File: config.mk
export PLATFORM = sky130hd
export DESIGN_NAME = sltc_top
export DESIGN_NICKNAME = d
export VERILOG_FILES = /design/src/include/sltc_pkg.sv /design/src/rtl/sltc_top.sv
export SDC_FILE = /design/constraint.sdc
export NUM_CORES = 1
export LEC_CHECK = 0
export BUFFER_PORTS_ARGS = -buffer_cell sky130_fd_sc_hd__buf_2
export CORE_MARGIN = 1.5
export CORE_UTILIZATION = 30
export DETAILED_ROUTE_END_ITERATION = 7
export GPL_TIMING_DRIVEN = 0
export PLACE_DENSITY_LB_ADDON = 0.15
export SLEW_MARGIN = 5
export SYNTH_ARGS = -nofsm -noshare
export SYNTH_HDL_FRONTEND = slang
export SYNTH_SLANG_ARGS = --single-unit
File: constraint.sdc
create_clock -name clk_i -period 9.1 [get_ports clk_i]
set_input_delay 0.455 -clock clk_i [delete_from_list [all_inputs] [get_ports clk_i]]
set_output_delay 0.455 -clock clk_i [all_outputs]
set_load 0.1 [all_outputs]
File: src/include/sltc_pkg.sv
package sltc_pkg;
  localparam logic [11:0] SLTC_OFF_ENABLE = 12'h200;
  localparam logic [11:0] SLTC_OFF_MODE = 12'h201;
  localparam logic [11:0] SLTC_OFF_SYNC = 12'h203;
  localparam logic [11:0] SLTC_OFF_CTRL = 12'h204;
  localparam logic [11:0] SLTC_OFF_TEST = 12'h205;
  localparam logic [11:0] SLTC_OFF_DID = 12'h206;
  localparam logic [11:0] SLTC_OFF_LINK_FRAME_CHARACTER = 12'h207;
  localparam logic [7:0] SLTC_RST_ENABLE = 8'h01;
  localparam logic [7:0] SLTC_RST_MODE = 8'h00;
  localparam logic [7:0] SLTC_RST_SYNC = 8'h01;
  localparam logic [7:0] SLTC_RST_CTRL = 8'h03;
  localparam logic [7:0] SLTC_RST_TEST = 8'h00;
  localparam logic [7:0] SLTC_RST_DID = 8'h00;
  localparam logic [7:0] SLTC_RST_LINK_FRAME_CHARACTER = 8'h00;
  localparam int SLTC_BIT_SCR = 0;
  localparam int SLTC_BIT_FMT = 1;
  localparam int SLTC_BIT_SYNC_LO = 2;
  localparam int SLTC_BIT_UPPER = 4;
  localparam logic [1:0] SLTC_SYNC_PIN = 2'h0;
  localparam logic [1:0] SLTC_SYNC_TIMESTAMP_DIFF_INPUT = 2'h1;
  localparam logic [1:0] SLTC_SYNC_SW = 2'h2;
  localparam logic [3:0] SLTC_UPPER_BASE = 4'h4;
  localparam logic [15:0] SLTC_CLK_PAT = 16'h00FF;
  localparam logic [7:0] SLTC_D21_5 = 8'hB5;
  localparam logic [7:0] SLTC_K28_5 = 8'hBC;
  localparam logic [7:0] SLTC_K28_7 = 8'hFC;
  localparam logic [7:0] SLTC_RPAT = 8'hBE;
  localparam logic [7:0] SLTC_TPAT = 8'hA5;

  typedef enum logic [16:0] {
    TP_NORMAL = 17'h00001, TP_PRBS7 = 17'h00002, TP_PRBS15 = 17'h00004,
    TP_PRBS23 = 17'h00008, TP_RAMP = 17'h00010, TP_TRANSPORT = 17'h00020,
    TP_D215 = 17'h00040, TP_K285 = 17'h00080, TP_ILA = 17'h00100,
    TP_RPAT = 17'h00200, TP_LOW = 17'h00400, TP_HIGH = 17'h00800,
    TP_PRBS9 = 17'h01000, TP_PRBS31 = 17'h02000, TP_CLOCK = 17'h04000,
    TP_K287 = 17'h08000, TP_SPARE = 17'h10000
  } sltc_tp_e;

  typedef struct packed {
    logic upper_lane_placement;
    logic [1:0] sync_source;
    logic sample_number_format;
    logic scrambler_on;
  } sltc_ctrl_s;

  function automatic sltc_tp_e sltc_decode(input logic [4:0] code);
    case (code)
      5'h01: sltc_decode = TP_PRBS7;
      5'h02: sltc_decode = TP_PRBS15;
      5'h03: sltc_decode = TP_PRBS23;
      5'h04: sltc_decode = TP_RAMP;
      5'h05: sltc_decode = TP_TRANSPORT;
      5'h06: sltc_decode = TP_D215;
      5'h07: sltc_decode = TP_K285;
      5'h08: sltc_decode = TP_ILA;
      5'h09: sltc_decode = TP_RPAT;
      5'h0A: sltc_decode = TP_LOW;
      5'h0B: sltc_decode = TP_HIGH;
      5'h0D: sltc_decode = TP_PRBS9;
      5'h0E: sltc_decode = TP_PRBS31;
      5'h0F: sltc_decode = TP_CLOCK;
      5'h10: sltc_decode = TP_K287;
      default: sltc_decode = TP_NORMAL;
    endcase
  endfunction
endpackage

File: src/rtl/sltc_top.sv
`timescale 1ns/1ps
`default_nettype none
module sltc_top
  import sltc_pkg::*;
#(
  parameter int LANES = 8
) (
  input wire logic clk_i,
  input wire logic reset_n_i,
  input wire logic clk_en_i,
  input wire logic psel_i,
  input wire logic penable_i,
  input wire logic pwrite_i,
  input wire logic [11:0] paddr_i,
  input wire logic [31:0] pwdata_i,
  output logic [31:0] prdata_o,
  output logic pready_o,
  output logic pslverr_o,
  input wire logic dedicated_sync_pin_i,
  input wire logic timestamp_diff_input_i,
  input wire logic enc_64b66b_i,
  input wire logic [3:0] active_lanes_i,
  input wire logic ila_mf2_i,
  input wire logic [8:0] sample_i,
  output logic [LANES-1:0] lane_active_o,
  output logic [LANES*16-1:0] lane_data_o,
  output logic [8:0] sample_o,
  output logic scramble_o,
  output logic sync_request_o,
  output logic link_reset_n_o,
  output logic timestamp_receiver_enable_o,
  output logic [7:0] link_mode_select_o
);

  logic [7:0] enable_q;
  logic [7:0] mode_q;
  logic [7:0] sync_q;
  sltc_ctrl_s ctrl_q;
  logic [4:0] test_q;
  logic [7:0] did_q;
  logic [7:0] link_frame_character_q;
  logic link_enable;
  logic acc;
  logic wr;
  logic mapped;
  logic [31:0] rd_d;
  sltc_tp_e tp;

  assign link_enable = enable_q[0];
  assign acc = psel_i & penable_i;
  assign wr = acc & pwrite_i & clk_en_i;
  assign tp = sltc_decode(test_q);

  ////////////////////////////////////////////////////////////////////////////
  // Register bus

  function automatic logic hit(input logic [11:0] a, input logic [11:0] off);
    hit = (a[11:2] == off[9:0]);
  endfunction

  // Word index is the printed offset; byte address is four times it
  always_comb begin
    rd_d = 32'h0000_0000;
    mapped = 1'b1;
    if (hit(paddr_i, SLTC_OFF_ENABLE)) begin
      rd_d[7:0] = enable_q;
    end else if (hit(paddr_i, SLTC_OFF_MODE)) begin
      rd_d[7:0] = mode_q;
    end else if (hit(paddr_i, SLTC_OFF_SYNC)) begin
      rd_d[7:0] = sync_q;
    end else if (hit(paddr_i, SLTC_OFF_CTRL)) begin
      rd_d[7:0] = {3'h0, ctrl_q};
    end else if (hit(paddr_i, SLTC_OFF_TEST)) begin
      rd_d[7:0] = {3'h0, test_q};
    end else if (hit(paddr_i, SLTC_OFF_DID)) begin
      rd_d[7:0] = did_q;
    end else if (hit(paddr_i, SLTC_OFF_LINK_FRAME_CHARACTER)) begin
      rd_d[7:0] = link_frame_character_q;
    end else begin
      mapped = 1'b0;
    end
  end

  // Zero-wait slave: pready only in the access cycle
  always_ff @(posedge clk_i) begin
    if (!reset_n_i) begin
      pready_o <= 1'b0;
      pslverr_o <= 1'b0;
      prdata_o <= 32'h0000_0000;
    end else if (clk_en_i) begin
      pready_o <= psel_i & ~penable_i;
      pslverr_o <= psel_i & ~penable_i & ~mapped;
      prdata_o <= (psel_i & ~penable_i & ~pwrite_i) ? rd_d : 32'h0000_0000;
    end
  end

  // Writes land on the access edge, once pready is already high
  always_ff @(posedge clk_i) begin
    if (!reset_n_i) begin
      enable_q <= SLTC_RST_ENABLE;
      mode_q <= SLTC_RST_MODE;
      sync_q <= SLTC_RST_SYNC;
      ctrl_q <= sltc_ctrl_s'(SLTC_RST_CTRL[4:0]);
      test_q <= SLTC_RST_TEST[4:0];
      did_q <= SLTC_RST_DID;
      link_frame_character_q <= SLTC_RST_LINK_FRAME_CHARACTER;
    end else if (wr && pready_o) begin
      if (hit(paddr_i, SLTC_OFF_ENABLE)) enable_q <= pwdata_i[7:0];
      if (hit(paddr_i, SLTC_OFF_MODE)) mode_q <= pwdata_i[7:0];
      if (hit(paddr_i, SLTC_OFF_SYNC)) sync_q <= pwdata_i[7:0];
      if (hit(paddr_i, SLTC_OFF_CTRL)) ctrl_q <= sltc_ctrl_s'(pwdata_i[4:0]);
      if (hit(paddr_i, SLTC_OFF_TEST)) test_q <= pwdata_i[4:0];
      if (hit(paddr_i, SLTC_OFF_DID)) did_q <= pwdata_i[7:0];
      if (hit(paddr_i, SLTC_OFF_LINK_FRAME_CHARACTER)) link_frame_character_q <= pwdata_i[7:0];
    end
  end

  ////////////////////////////////////////////////////////////////////////////
  // Sync request selection

  logic [1:0] pin_s1_q;
  logic [1:0] pin_s2_q;

  always_ff @(posedge clk_i) begin
    if (!reset_n_i) begin
      pin_s1_q <= 2'h3;
      pin_s2_q <= 2'h3;
    end else if (clk_en_i) begin
      pin_s1_q <= {timestamp_diff_input_i, dedicated_sync_pin_i};
      pin_s2_q <= pin_s1_q;
    end
  end

  // Active-low requests; the software bit always contributes
  always_ff @(posedge clk_i) begin
    if (!reset_n_i) begin
      sync_request_o <= 1'b0;
      timestamp_receiver_enable_o <= 1'b0;
    end else if (clk_en_i) begin
      case (ctrl_q.sync_source)
        SLTC_SYNC_PIN: sync_request_o <= ~sync_q[0] | ~pin_s2_q[0];
        SLTC_SYNC_TIMESTAMP_DIFF_INPUT: sync_request_o <= ~sync_q[0] | ~pin_s2_q[1];
        default: sync_request_o <= ~sync_q[0];
      endcase
      timestamp_receiver_enable_o <= enable_q[1];
    end
  end

  ////////////////////////////////////////////////////////////////////////////
  // Pattern generators, held in reset while the link is off

  logic [30:0] prbs_q;
  logic [15:0] ramp_q;
  logic [15:0] pat_d;

  function automatic logic [15:0] prbs_step(input logic [30:0] s, input sltc_tp_e t);
    logic [30:0] r;
    logic fb;
    r = s;
    for (int i = 0; i < 16; i++) begin
      case (t)
        TP_PRBS7: fb = r[6] ^ r[5];
        TP_PRBS9: fb = r[8] ^ r[4];
        TP_PRBS15: fb = r[14] ^ r[13];
        TP_PRBS23: fb = r[22] ^ r[17];
        default: fb = r[30] ^ r[27];
      endcase
      r = {r[29:0], fb};
    end
    prbs_step = r[15:0];
  endfunction

  always_ff @(posedge clk_i) begin
    if (!reset_n_i || !link_enable) begin
      prbs_q <= 31'h7FFF_FFFF;
      ramp_q <= 16'h0000;
    end else if (clk_en_i) begin
      prbs_q <= {prbs_q[14:0], prbs_step(prbs_q, tp)};
      ramp_q <= ramp_q + 16'h0101;
    end
  end

  ////////////////////////////////////////////////////////////////////////////
  // Lane payload

  logic [8:0] samp_fmt;
  assign samp_fmt = ctrl_q.sample_number_format ? sample_i : {~sample_i[8], sample_i[7:0]};

  always_comb begin
    case (tp)
      TP_PRBS7, TP_PRBS9, TP_PRBS15, TP_PRBS23, TP_PRBS31: pat_d = prbs_q[15:0];
      TP_RAMP: pat_d = ramp_q;
      TP_TRANSPORT: pat_d = {SLTC_TPAT, link_frame_character_q};
      TP_D215: pat_d = {SLTC_D21_5, SLTC_D21_5};
      TP_K285: pat_d = {SLTC_K28_5, SLTC_K28_5};
      TP_K287: pat_d = {SLTC_K28_7, SLTC_K28_7};
      TP_ILA: pat_d = ila_mf2_i ? {did_q, SLTC_K28_5} : {SLTC_K28_5, SLTC_K28_5};
      TP_RPAT: pat_d = {SLTC_RPAT, ~SLTC_RPAT};
      TP_LOW: pat_d = 16'h0000;
      TP_HIGH: pat_d = 16'hFFFF;
      TP_CLOCK: pat_d = SLTC_CLK_PAT;
      TP_NORMAL: pat_d = ila_mf2_i ? {8'h00, did_q} : {7'h00, samp_fmt};
      default: pat_d = {7'h00, samp_fmt};
    endcase
  end

  logic [LANES-1:0] act_d;
  always_comb begin
    for (int l = 0; l < LANES; l++) begin
      if (ctrl_q.upper_lane_placement) begin
        act_d[l] = (l >= 4) && (l < 4 + int'(active_lanes_i));
      end else begin
        act_d[l] = l < int'(active_lanes_i);
      end
    end
  end

  always_ff @(posedge clk_i) begin
    if (!reset_n_i || !link_enable) begin
      lane_active_o <= '0;
      lane_data_o <= '0;
      sample_o <= 9'h000;
      scramble_o <= 1'b0;
      link_reset_n_o <= 1'b0;
      link_mode_select_o <= 8'h00;
    end else if (clk_en_i) begin
      lane_active_o <= act_d;
      for (int l = 0; l < LANES; l++) begin
        lane_data_o[l*16 +: 16] <= act_d[l] ? pat_d : 16'h0000;
      end
      sample_o <= samp_fmt;
      scramble_o <= enc_64b66b_i | ctrl_q.scrambler_on;
      link_reset_n_o <= 1'b1;
      link_mode_select_o <= mode_q;
    end
  end

  ////////////////////////////////////////////////////////////////////////////
  // Checks

  a_link_off_reset: assert property (@(posedge clk_i) disable iff (!reset_n_i)
    !$past(link_enable) |-> (lane_active_o == '0) && !link_reset_n_o)
    else $error("link output active while link disabled");
  a_scr_64b: assert property (@(posedge clk_i) disable iff (!reset_n_i)
    link_enable && clk_en_i && enc_64b66b_i |=> scramble_o)
    else $error("64b66b link not scrambled");
  a_scr_8b: assert property (@(posedge clk_i) disable iff (!reset_n_i)
    link_enable && clk_en_i && !enc_64b66b_i |=> scramble_o == $past(ctrl_q.scrambler_on))
    else $error("8b10b scrambler not following bit");
  a_sw_sync: assert property (@(posedge clk_i) disable iff (!reset_n_i)
    clk_en_i && !sync_q[0] |=> sync_request_o)
    else $error("software sync not requested");
  a_sync_sw_only: assert property (@(posedge clk_i) disable iff (!reset_n_i)
    clk_en_i && ctrl_q.sync_source == SLTC_SYNC_SW && sync_q[0] |=> !sync_request_o)
    else $error("pin leaks into software-only sync");
  a_lane_low: assert property (@(posedge clk_i) disable iff (!reset_n_i)
    link_enable && clk_en_i && test_q == 5'h0A |=> lane_data_o == '0)
    else $error("outputs not held low");
  a_upper_idle: assert property (@(posedge clk_i) disable iff (!reset_n_i)
    link_enable && clk_en_i && ctrl_q.upper_lane_placement |=> lane_active_o[3:0] == 4'h0)
    else $error("lower lanes used in upper placement");
  a_lower_map: assert property (@(posedge clk_i) disable iff (!reset_n_i)
    link_enable && clk_en_i && !ctrl_q.upper_lane_placement && active_lanes_i != 4'h0
    |=> lane_active_o[0])
    else $error("lane 0 idle in normal placement");
  a_reserved_norm: assert property (@(posedge clk_i) disable iff (!reset_n_i)
    link_enable && clk_en_i && test_q == 5'h0C && !ila_mf2_i && active_lanes_i != 4'h0
    && !ctrl_q.upper_lane_placement |=> lane_data_o[15:0] == {7'h00, $past(samp_fmt)})
    else $error("reserved code not normal");

endmodule
`default_nettype wire
==> impl_metrics.tcl, run 1 <==
set metrics [dict create \
    status "complete, no violations" \
    overflow 0 \
    wl_um 49120 \
    post-place-ws_ns 5.179 \
    cts_hold_buf 0 \
    ant_nets 0 \
    rsz0062_at_grt "false" \
    grt_start_max_net_pins 16 \
    synth_edf_count 0 \
    end_kind "flop" \
    core_um2 43270 \
    combPwrFrac 0.152 \
    swShare 0.3006 \
    max_slew_margin 0.2820 \
    clock_latency_ns 0.58 \
    start_kind "flop" \
    gp_congestion 0.8996 \
    final_core_util 0.3692 \
    initialDrtViolationCount 895 \
    synth_top_area_frac 0.4310 \
    synth_area_um2 13190 \
    vdd.ir_drop.worst_uv 146.1 \
    tritoncts "yes" \
    nets 1809 \
    drc 0 \
    path_clk_slew_ns 0.06 \
    vias 12070 \
    synth_cell_types 88 \
    die_w_um 212.7 \
    critPathKind "reg2reg" \
    fillers 4519 \
    power.leakage_nw 6.389 \
    grt_usage 0.2107 \
    start_util 0.3049 \
    yosysSeqAreaShare 0.4310 \
    grt_pass1_wl_um 72110 \
    vias_per_cell 5.141 \
    maxSlewViolCount 0 \
    crit_required_ns 9.58 \
    async_flop_share 0 \
    cts_max_path_buffers 3 \
    p_per_area_nw_per_um2 183.3 \
    clkPwrFrac 0.407 \
    cp.arrival_ns 4.48 \
    dieArea_um2 45240 \
    setup_viol 0 \
    h-tree-depth 1 \
    syn_avg_cell_area_um2 8.913 \
    cts-root-buf "clkbuf_16" \
    fin_setup_tns_ns 0 \
    portBuffers 205 \
    cts-resized-gates 0 \
    worstPathMaxFanout 10 \
    dr.pass1.iters 5 \
    hpwl_um 35550 \
    layout-drive-gt1-share 0.1880 \
    max-cap-violations 0 \
    power.internal_w 0.002047 \
    tightest_slew_ns 1.077 \
    synth_top_area_cell "dfxtp_1" \
    cts_buffers 31 \
    max_freq_mhz 250.1 \
    fp-row-count 76 \
    switching_power_w 0.0008799 \
    setup_slack_ns 5.101 \
    hp-class "in2reg" \
    synthCells 1480 \
    ys.flop_type "dfxtp_1" \
    post-route-period-util 0.4394 \
    first_global_vias 11350 \
    cts_sinks 284 \
    ios 258 \
    die_y_um 212.7 \
    syn2layout_area_growth_pct 21.08 \
    multi_input_area_um2 6917 \
    yosysWarnings 0 \
    area.sequential_um2 5685 \
    fin_crit_ns 3.999 \
    cts_setup_buffers 0 \
    skew_ns 0.01567 \
    synth.area.top_cells "dfxtp_1 (43%), a22oi_1 (6.1%), mux2i_1 (6.1%)" \
    antenna_found_initial 6 \
    finalHoldViolCount 0 \
    p_seq_frac 0.441 \
    ys_ff_latch 284 \
    wl_per_cell_um 20.93 \
]
cells by family (layout without fill, tap and decap cells):
family                     count (synthesis)  after routing  synth area share
AOI/OAI and AO/OA                        354            354            0.2000
xor gates and xnor gates                  87             87           0.05776
adders and majority gates                  1              1         0.0009483
buffers and inverters                    150            408           0.05122
DFF                                      284            284            0.4310
muxes                                     83             83           0.06440
other                                      1             25         0.0002843
and+or+nand+nor                          520            520            0.1943
cells in the mapped netlist, types with 6 or more instances:
master / n
and3_1: 11
o221ai_1: 6
o22ai_1: 7
o2bb2ai_1: 7
nand2_1: 127
nor3_1: 8
dfxtp_1: 284
a22oi_1: 107
nor2_1: 209
a21oi_1: 57
a22o_1: 17
inv_1: 16
a221oi_1: 14
a21boi_0: 25
and2_1: 14
a211oi_1: 6
o21ai_0: 36
buf_2: 9
o211ai_1: 11
mux2i_1: 80
nor2b_1: 42
xnor2_1: 45
nand4_1: 8
clkbuf_1: 89
buf_1: 9
buf_4: 25
a22oi_2: 8
xor2_1: 42
nand3_1: 35
power by group through the flow:
stage	combinational [W]	sequential [W]	clock, W
final	0.000444	0.00129	0.00119
after global routing	0.000466	0.00129	0.00127
after CTS	0.000443	0.00129	0.00122
after detailed placement	0.000442	0.00132	0
after global placement	0.000441	0.00132	0
after floorplan	0.000216	0.00143	0
stage by stage:
stage	cell area [µm²]	std cells	power, W	hold slack, ns
2_1_floorplan	13280	1503	0.001646	0.4332
3_3_place_gp	15040	2293	0.001758	0.4515
3_5_place_dp	15040	2293	0.001759	0.4523
4_1_cts	15970	2346	0.002950	0.08663
5_1_grt	15970	2346	0.003027	0.1111
6_report	15970	2347	0.002927	0.1019
state kept, by name, indices dropped and copies added, names as in the netlist, 8 cells and up:
name                    count
link_mode_select_o          8
link_frame_character_q      8
lane_data_o               128
ramp_q                     16
sync_q                      8
lane_active_o               8
prbs_q                     31
tp                         16
mode_q                      8
did_q                       8
enable_q                    8
sample_o                    9
prdata_o                    8
final timing paths:
kind | from | end | slack, ns | depth (start not counted)
worst max-delay path | tp[2] | prbs_q[0] | 5.10 | 12
worst min-delay path | dedicated_sync_pin_i | pin_s1_q[0] | 0.10 | 3
worst max register to register | tp[2] | prbs_q[0] | 5.10 | 12
worst min register to register | sync_q[5] | sync_q[5] | 0.47 | 2
cells in the final DEF (no fill, tap or decap), types with 45 or more instances in the layout:
master	count
nand2_1	127
a21oi_1	57
nor2_1	209
mux2i_1	80
dfxtp_1	284
buf_2	214
a22oi_1	107
xnor2_1	45
clkbuf_1	101
worst max-delay path: stages, from the launching register on:
cell	delay (ns)
dfxtp_1	0.33
buf_2	0.19
nor4_1	0.45
nand4_1	0.29
clkbuf_1	0.37
o22ai_1	0.35
a211oi_2	0.11
a21oi_1	0.72
o32ai_1	0.24
or4_1	0.55
o2111ai_1	0.10
o211ai_1	0.12
o311ai_1	0.10
metal layers:
layer / share of wire / vias up / global-route usage
met2: 0.45 / 444 / 0.3417
met1: 0.45 / 5804 / 0.2855
met3: 0.069 / 83 / 0.03956
li1: - / 5725 / -
met4: 0.025 / 10 / 0.05772
met5: 0.0014 / - / 0
final cells by class:
| type | instances | area share |
|---|---|---|
| inverters | 17 | 0.003995 |
| flip-flops and latches | 284 | 0.3559 |
| plain buffers | 133 | 0.03830 |
| repair buffers | 205 | 0.06423 |
| clock inverters | 4 | 0.001958 |
| well taps | 585 | 0.04582 |
| multi-input cells | 1069 | 0.4330 |
| clock buffers | 49 | 0.05656 |
| diodes | 1 | 0.0001567 |
(Power assumes the default switching activity.)
==> run 2: changes to the inputs <==
Settings changed: ABC_AREA set to 1.
Clock period 9.1 ns to 4.11 ns, I/O delays scaled along.
==> run 2 against run 1 <==
  * Critical path depth rose by 2
  * Area after synthesis fell by 1.7%
  * Routed wire length grew 1.7%
  * Design area grew 0.14%
  * Power up 140%
  * Critical path type unchanged
  * Highest routed layer unchanged
==> impl_metrics.tcl, run 2 <==
set metrics [dict create \
    syn2layout_area_growth_pct 23.33 \
    cts-resized-gates 0 \
    path_clk_slew_ns 0.06 \
    synth.area.top_cells "dfxtp_1 (44%), nand2_1 (14%), a21oi_1 (10%)" \
    ios 258 \
    first_global_vias 12220 \
    max-cap-violations 0 \
    layout_common_cells "nand2_1 (489), dfxtp_1 (284), a21oi_1 (269)" \
    gp_congestion 0.9432 \
    switching_power_w 0.002109 \
    fp-row-count 75 \
    synth_top_area_cell "dfxtp_1" \
    largest_reg_flops 128 \
    end_kind "flop" \
    post-route-period-util 0.7655 \
    wl_per_cell_um 18.56 \
    registers.top_by_ff_count "lane_data_o" \
    fin_crit_ns 3.146 \
    cts_sinks 284 \
    hold_depth 3 \
    dieArea_um2 44490 \
    h-tree-depth 2 \
    power.leakage_nw 6.845 \
    worstPathMaxFanout 10 \
    status "complete, no violations" \
    holdPathEnd "sample_o[2]" \
    skew_ns 0.01893 \
    overflow 0 \
    die_y_um 210.9 \
    layout_commonest_cell "nand2_1" \
    critPathKind "reg2reg" \
    synth_cell_types 54 \
    start_util 0.3065 \
    ant_nets 0 \
    p_per_area_nw_per_um2 434.3 \
    yosysWarnings 0 \
    crit-reg2reg-capture "lane_data_o[42]" \
    nets 2160 \
    vias 13060 \
    power.internal_w 0.004838 \
    tritoncts "yes" \
    cp_top_family "simple AND/OR/NAND/NOR gates" \
    vias_per_cell 4.853 \
    combPwrFrac 0.155 \
    hpwl_um 37140 \
    clock_latency_ns 0.53 \
    synth_area_um2 12970 \
    yosysSeqAreaShare 0.4384 \
    fin_setup_tns_ns 0 \
    initialDrtViolationCount 1001 \
    ys_ff_latch 284 \
    max_stage_delay_ns 0.69 \
    layout-drive-gt1-share 0.1581 \
    vdd.ir_drop.worst_uv 214.9 \
    start_kind "flop" \
    synth_edf_count 0 \
    grt_pass1_wl_um 74570 \
    total_power_w 0.006947 \
    drc 0 \
    grt_start_max_net_pins 13 \
    largestRegisters "lane_data_o: 128 flops, prbs_q: 31 flops" \
    setup_viol 0 \
    max_freq_mhz 317.9 \
    crit_required_ns 4.51 \
    r2r_slack_ns 0.96 \
    core_um2 42320 \
    synth_top_area_frac 0.4384 \
    die_w_um 210.9 \
    critical_path_buf_inv_count 3 \
    swShare 0.3036 \
    portBuffers 206 \
    cp.arrival_ns 3.54 \
    syn_avg_cell_area_um2 7.126 \
    maxSlewViolCount 0 \
    clkPwrFrac 0.430 \
    p_seq_frac 0.415 \
    antenna_found_initial 4 \
    synthMostInstantiatedCell "nand2_1" \
    rsz0062_at_grt "false" \
    cts_hold_buf 5 \
    cts-root-buf "clkbuf_16" \
    grt_usage 0.2217 \
    crit_slowest_cell "nand3_1" \
    fillers 4588 \
    hold_path.startpoint "sample_i[2]" \
    ys.flop_type "dfxtp_1" \
    tightest_slew_ns 0.9816 \
    cpMostUsedCell "nand2_1" \
    cts_max_path_buffers 3 \
    synthCells 1820 \
    wl_um 49970 \
    worstRegToRegCells 14 \
    synth_common_cells "nand2_1 (489), dfxtp_1 (284), a21oi_1 (269)" \
    async_flop_share 0 \
    cts_setup_buffers 0 \
    hp-class "in2reg" \
    cts_buffers 34 \
    dr.pass1.iters 5 \
    crit_chain "nor2_2 > nand2_4 > nor2_4 > nand2_1 > nand2_1 > nor2_2 > inv_2 > a21oi_4 > inv_2 > buf_2 > a221oi_1 > nand3_1 > nand2_1 > a21oi_1" \
    max_slew_margin 0.3456 \
    r2r_start "tp[4]" \
    finalHoldViolCount 0 \
]
run 2: cell types whose count changed in the layout (fill, tap and decap cells not counted), moves of 34 or more:
cell and delta:
nand3_1 +58, a22oi_1 -106, inv_1 +135, o21ai_0 +65, nand2_1 +362, a21oi_1 +212, nor2b_1 -42, mux2i_1 -80
nor2_1 -115, xnor2_1 -34
run 2: cell families (layout without fill, tap and decap cells):
group | Yosys count | in the layout | synth area share
simple gates | 750 | 750 | 0.2431
compound gates | 455 | 455 | 0.1952
flops | 284 | 284 | 0.4384
buf+inv | 284 | 554 | 0.09174
xor+xnor | 45 | 45 | 0.03039
fa+ha+maj | 1 | 1 | 0.0009645
other cells | 1 | 26 | 0.0002891
run 2: worst reg2reg max path: stages, from the launching register on:
cell and delay [ns]:
dfxtp_1 0.39, nor2_2 0.08, nand2_4 0.17, nor2_4 0.10, nand2_1 0.16, nand2_1 0.09
nor2_2 0.13, inv_2 0.08, a21oi_4 0.21, inv_2 0.11, buf_2 0.21, a221oi_1 0.28
nand3_1 0.69, nand2_1 0.25, a21oi_1 0.08
run 2: metal layers:
| layer | up-vias | part of all wire | GRT usage |
|---|---|---|---|
| met5 | - | 0.00020 | 0 |
| met3 | 100 | 0.065 | 0.03643 |
| met4 | 2 | 0.036 | 0.08300 |
| met2 | 440 | 0.44 | 0.3512 |
| met1 | 6020 | 0.46 | 0.3025 |
| li1 | 6501 | - | - |
run 2: power groups by stage:
stage,Combinational [W],Clock (W),Sequential (W)
after CTS,0.00108,0.00305,0.00288
after global placement,0.00107,0,0.00294
after global routing,0.00115,0.00317,0.00289
final,0.00108,0.00299,0.00288
after detailed placement,0.00107,0,0.00294
after floorplan,0.000478,0,0.00326
run 2: how the worst max path moves through the flow:
stage	startpoint	end	slack [ns]	cells after the start
floorplan	pready_o	tp[0]	1.58	7
global placement	tp[0]	lane_data_o[107]	0.77	9
detailed placement	tp[0]	lane_data_o[115]	0.99	12
CTS	tp[0]	lane_data_o[115]	0.99	12
global route	tp[0]	lane_data_o[100]	0.76	14
finish	tp[4]	lane_data_o[42]	0.96	14
run 2: area by class of cell:
class | instances | area (µm²) | share of cell area
sequential | 284 | 5685 | 0.3554
clock inverter | 6 | 101.3 | 0.006336
inverter | 164 | 615.6 | 0.03849
tap | 577 | 721.9 | 0.04513
timing repair buffer | 213 | 1100 | 0.06876
multi-input combinational | 1275 | 6197 | 0.3874
clock buffer | 51 | 994.7 | 0.06219
buffer | 120 | 574.3 | 0.03590
antenna | 2 | 5.005 | 0.0003129
run 2: through the flow:
stage               hold WS, ns  std cells  utilization  area (µm²)  setup WS (ns)
CTS                   0.0003987       2690       0.3777       15980         0.9900
global route            0.02483       2692       0.3779       16000         0.7610
floorplan                0.3318       1843            -       13060          1.581
finish                  0.01996       2692       0.3779       16000         0.9640
global placement         0.4180       2626       0.3499       14810         0.7691
detailed placement       0.4241       2628       0.3506       14840         0.9910
==> run 3: changes to the inputs <==
Clock period 4.11 ns to 2.7 ns, I/O delays scaled along.
==> run 3 against run 2 <==
  * Non-clock buffer count grew 33
  * Combinational power up 53%
  * Clock-buffer cell count is the same
  * Die area unchanged
  * Core utilization increased by 1.5 points
  * Global-route usage increased by 0.090 points
==> impl_metrics.tcl, run 3 (synthesized netlist as in run 2, its figures left out) <==
set metrics [dict create \
    wl_um 50590 \
    ios 258 \
    skew_ns 0.01570 \
    hp-class "in2reg" \
    cts-root-buf "clkbuf_16" \
    antenna_found_initial 3 \
    grt_start_max_net_pins 13 \
    finalHoldViolCount 0 \
    layout_common_cells "nand2_1 (473), dfxtp_1 (281), a21oi_1 (269)" \
    setup_slack_ns 0.1020 \
    r2r_start "tp[0]" \
    ant_nets 0 \
    cts_max_path_buffers 3 \
    dp.cells 2628 \
    crit-reg2reg-capture "lane_data_o[28]" \
    dr.pass1.iters 5 \
    hpwl_um 37140 \
    rsz0062_at_grt "true" \
    cts_sinks 284 \
    largest_reg_flops 128 \
    finalNonFillerCells 2725 \
    core_um2 42320 \
    die_w_um 210.9 \
    maxSlewViolCount 0 \
    p_per_area_nw_per_um2 639.2 \
    end_kind "flop" \
    r2r_slack_ns 0.10 \
    layout_commonest_cell "nand2_1" \
    fp-row-count 75 \
    max_slew_margin 0.3188 \
    layout-drive-gt1-share 0.1864 \
    first_global_vias 12340 \
    hold_path.startpoint "pwdata_i[0]" \
    post-place-ws_ns -0.4190 \
    crit_required_ns 3.09 \
    grt_pass1_wl_um 74910 \
    cp.arrival_ns 2.99 \
    nets 2193 \
    vias 13250 \
    dieArea_um2 44490 \
    setup_viol 0 \
    max-cap-violations 0 \
    status "complete, no violations" \
    portBuffers 206 \
    gp_congestion 0.9432 \
    hold_depth 3 \
    max_freq_mhz 384.9 \
    critPathKind "reg2reg" \
    overflow 0 \
    registers.top_by_ff_count "lane_data_o" \
    fin_crit_ns 2.598 \
    tritoncts "yes" \
    clock_latency_ns 0.53 \
    final_core_util 0.3928 \
    vias_per_cell 4.862 \
    drc 0 \
    vdd.ir_drop.worst_uv 326.2 \
    syn2layout_area_growth_pct 28.18 \
    largestRegisters "lane_data_o: 128 flops, prbs_q: 31 flops" \
    wl_per_cell_um 18.56 \
    post-route-period-util 0.9622 \
    h-tree-depth 2 \
    die_y_um 210.9 \
    worstRegToRegCells 16 \
    path_clk_slew_ns 0.06 \
    cts_buffers 34 \
    holdPathEnd "sync_q[0]" \
    start_util 0.3065 \
    hold_slack_ns 0.04508 \
    initialDrtViolationCount 950 \
    grt_usage 0.2226 \
    worstPathMaxFanout 6 \
    start_kind "flop" \
    tightest_slew_ns 1.012 \
    power.leakage_nw 7.140 \
]
## run 3: cell types whose count changed in the layout (fill, tap and decap cells not counted), moves of 4 or more
cell,delta
nand2_1,-16
clkbuf_1,-4
nor2_4,+7
buf_12,+5
nor2_1,-9
nand2_4,+6
buf_1,-5
nand2_2,+10
dlygate4sd3_1,+12
buf_4,+24
## run 3: worst max path at each step
stage,to,startpoint
finish,lane_data_o[28],tp[0]
floorplan,tp[0],pready_o
CTS,lane_data_o[12],tp[4]
global route,prbs_q[2],tp[0]
detailed placement,lane_data_o[115],tp[0]
global placement,lane_data_o[107],tp[0]
## run 3: stage by stage
stage	power (W)	setup TNS [ns]	instance area [µm²]
final	0.01063	0	16620
after CTS	0.01071	-0.6936	16340
after floorplan	0.005685	0	13060
after global placement	0.006096	-35.67	14810
after detailed placement	0.006104	-21.11	14840
after global routing	0.01102	-0.5067	16620
## run 3: critical path, stage by stage, from the launching register on
cell,delay (ns)
dfxtp_1,0.41
nor2_4,0.08
nand2_4,0.13
nor2_4,0.08
nand2_1,0.10
inv_1,0.08
nand2_1,0.19
inv_1,0.06
nor2_1,0.16
inv_1,0.14
nor2_4,0.15
nand2_1,0.06
a221oi_1,0.36
o21ai_2,0.14
buf_4,0.20
nand2_1,0.06
a21oi_1,0.06
## run 3: layer usage
layer	GRT usage	share of wire
met1	0.3013	0.45
met2	0.3532	0.45
met3	0.03643	0.063
met4	0.08867	0.037
met5	0	0.00020
## run 3: what timing repair did
action / CTS / global route
gates cloned: 0 / 0
hold endpoints to repair: 19 / 0
pin swaps: 8 / 22
gates resized for setup: 22 / 43
hold buffers: 17 / 0
buffers inserted: 9 / 20
endpoints found under the setup margin: 119 / 133
## run 3: area by class of cell
type	count	area [µm²]
antenna	2	5.005
buffer	112	548.0
clock buffer	51	994.7
clock inverter	6	101.3
fill	4527	25700
inverter	164	615.6
multi-input combinational	1275	6449
sequential	284	5689
tap	577	721.9
timing repair buffer	254	1500
## run 3: where the power goes
| group | leakage [nW] | total, W | internal [W] | switching, W |
|---|---|---|---|---|
| Clock | 0.532 | 0.00455 | 0.00274 | 0.00181 |
| Combinational | 4.30 | 0.00165 | 0.000352 | 0.00130 |
| Sequential | 2.31 | 0.00443 | 0.00431 | 0.000120 |
| Total | 7.14 | 0.0106 | 0.00740 | 0.00323 |
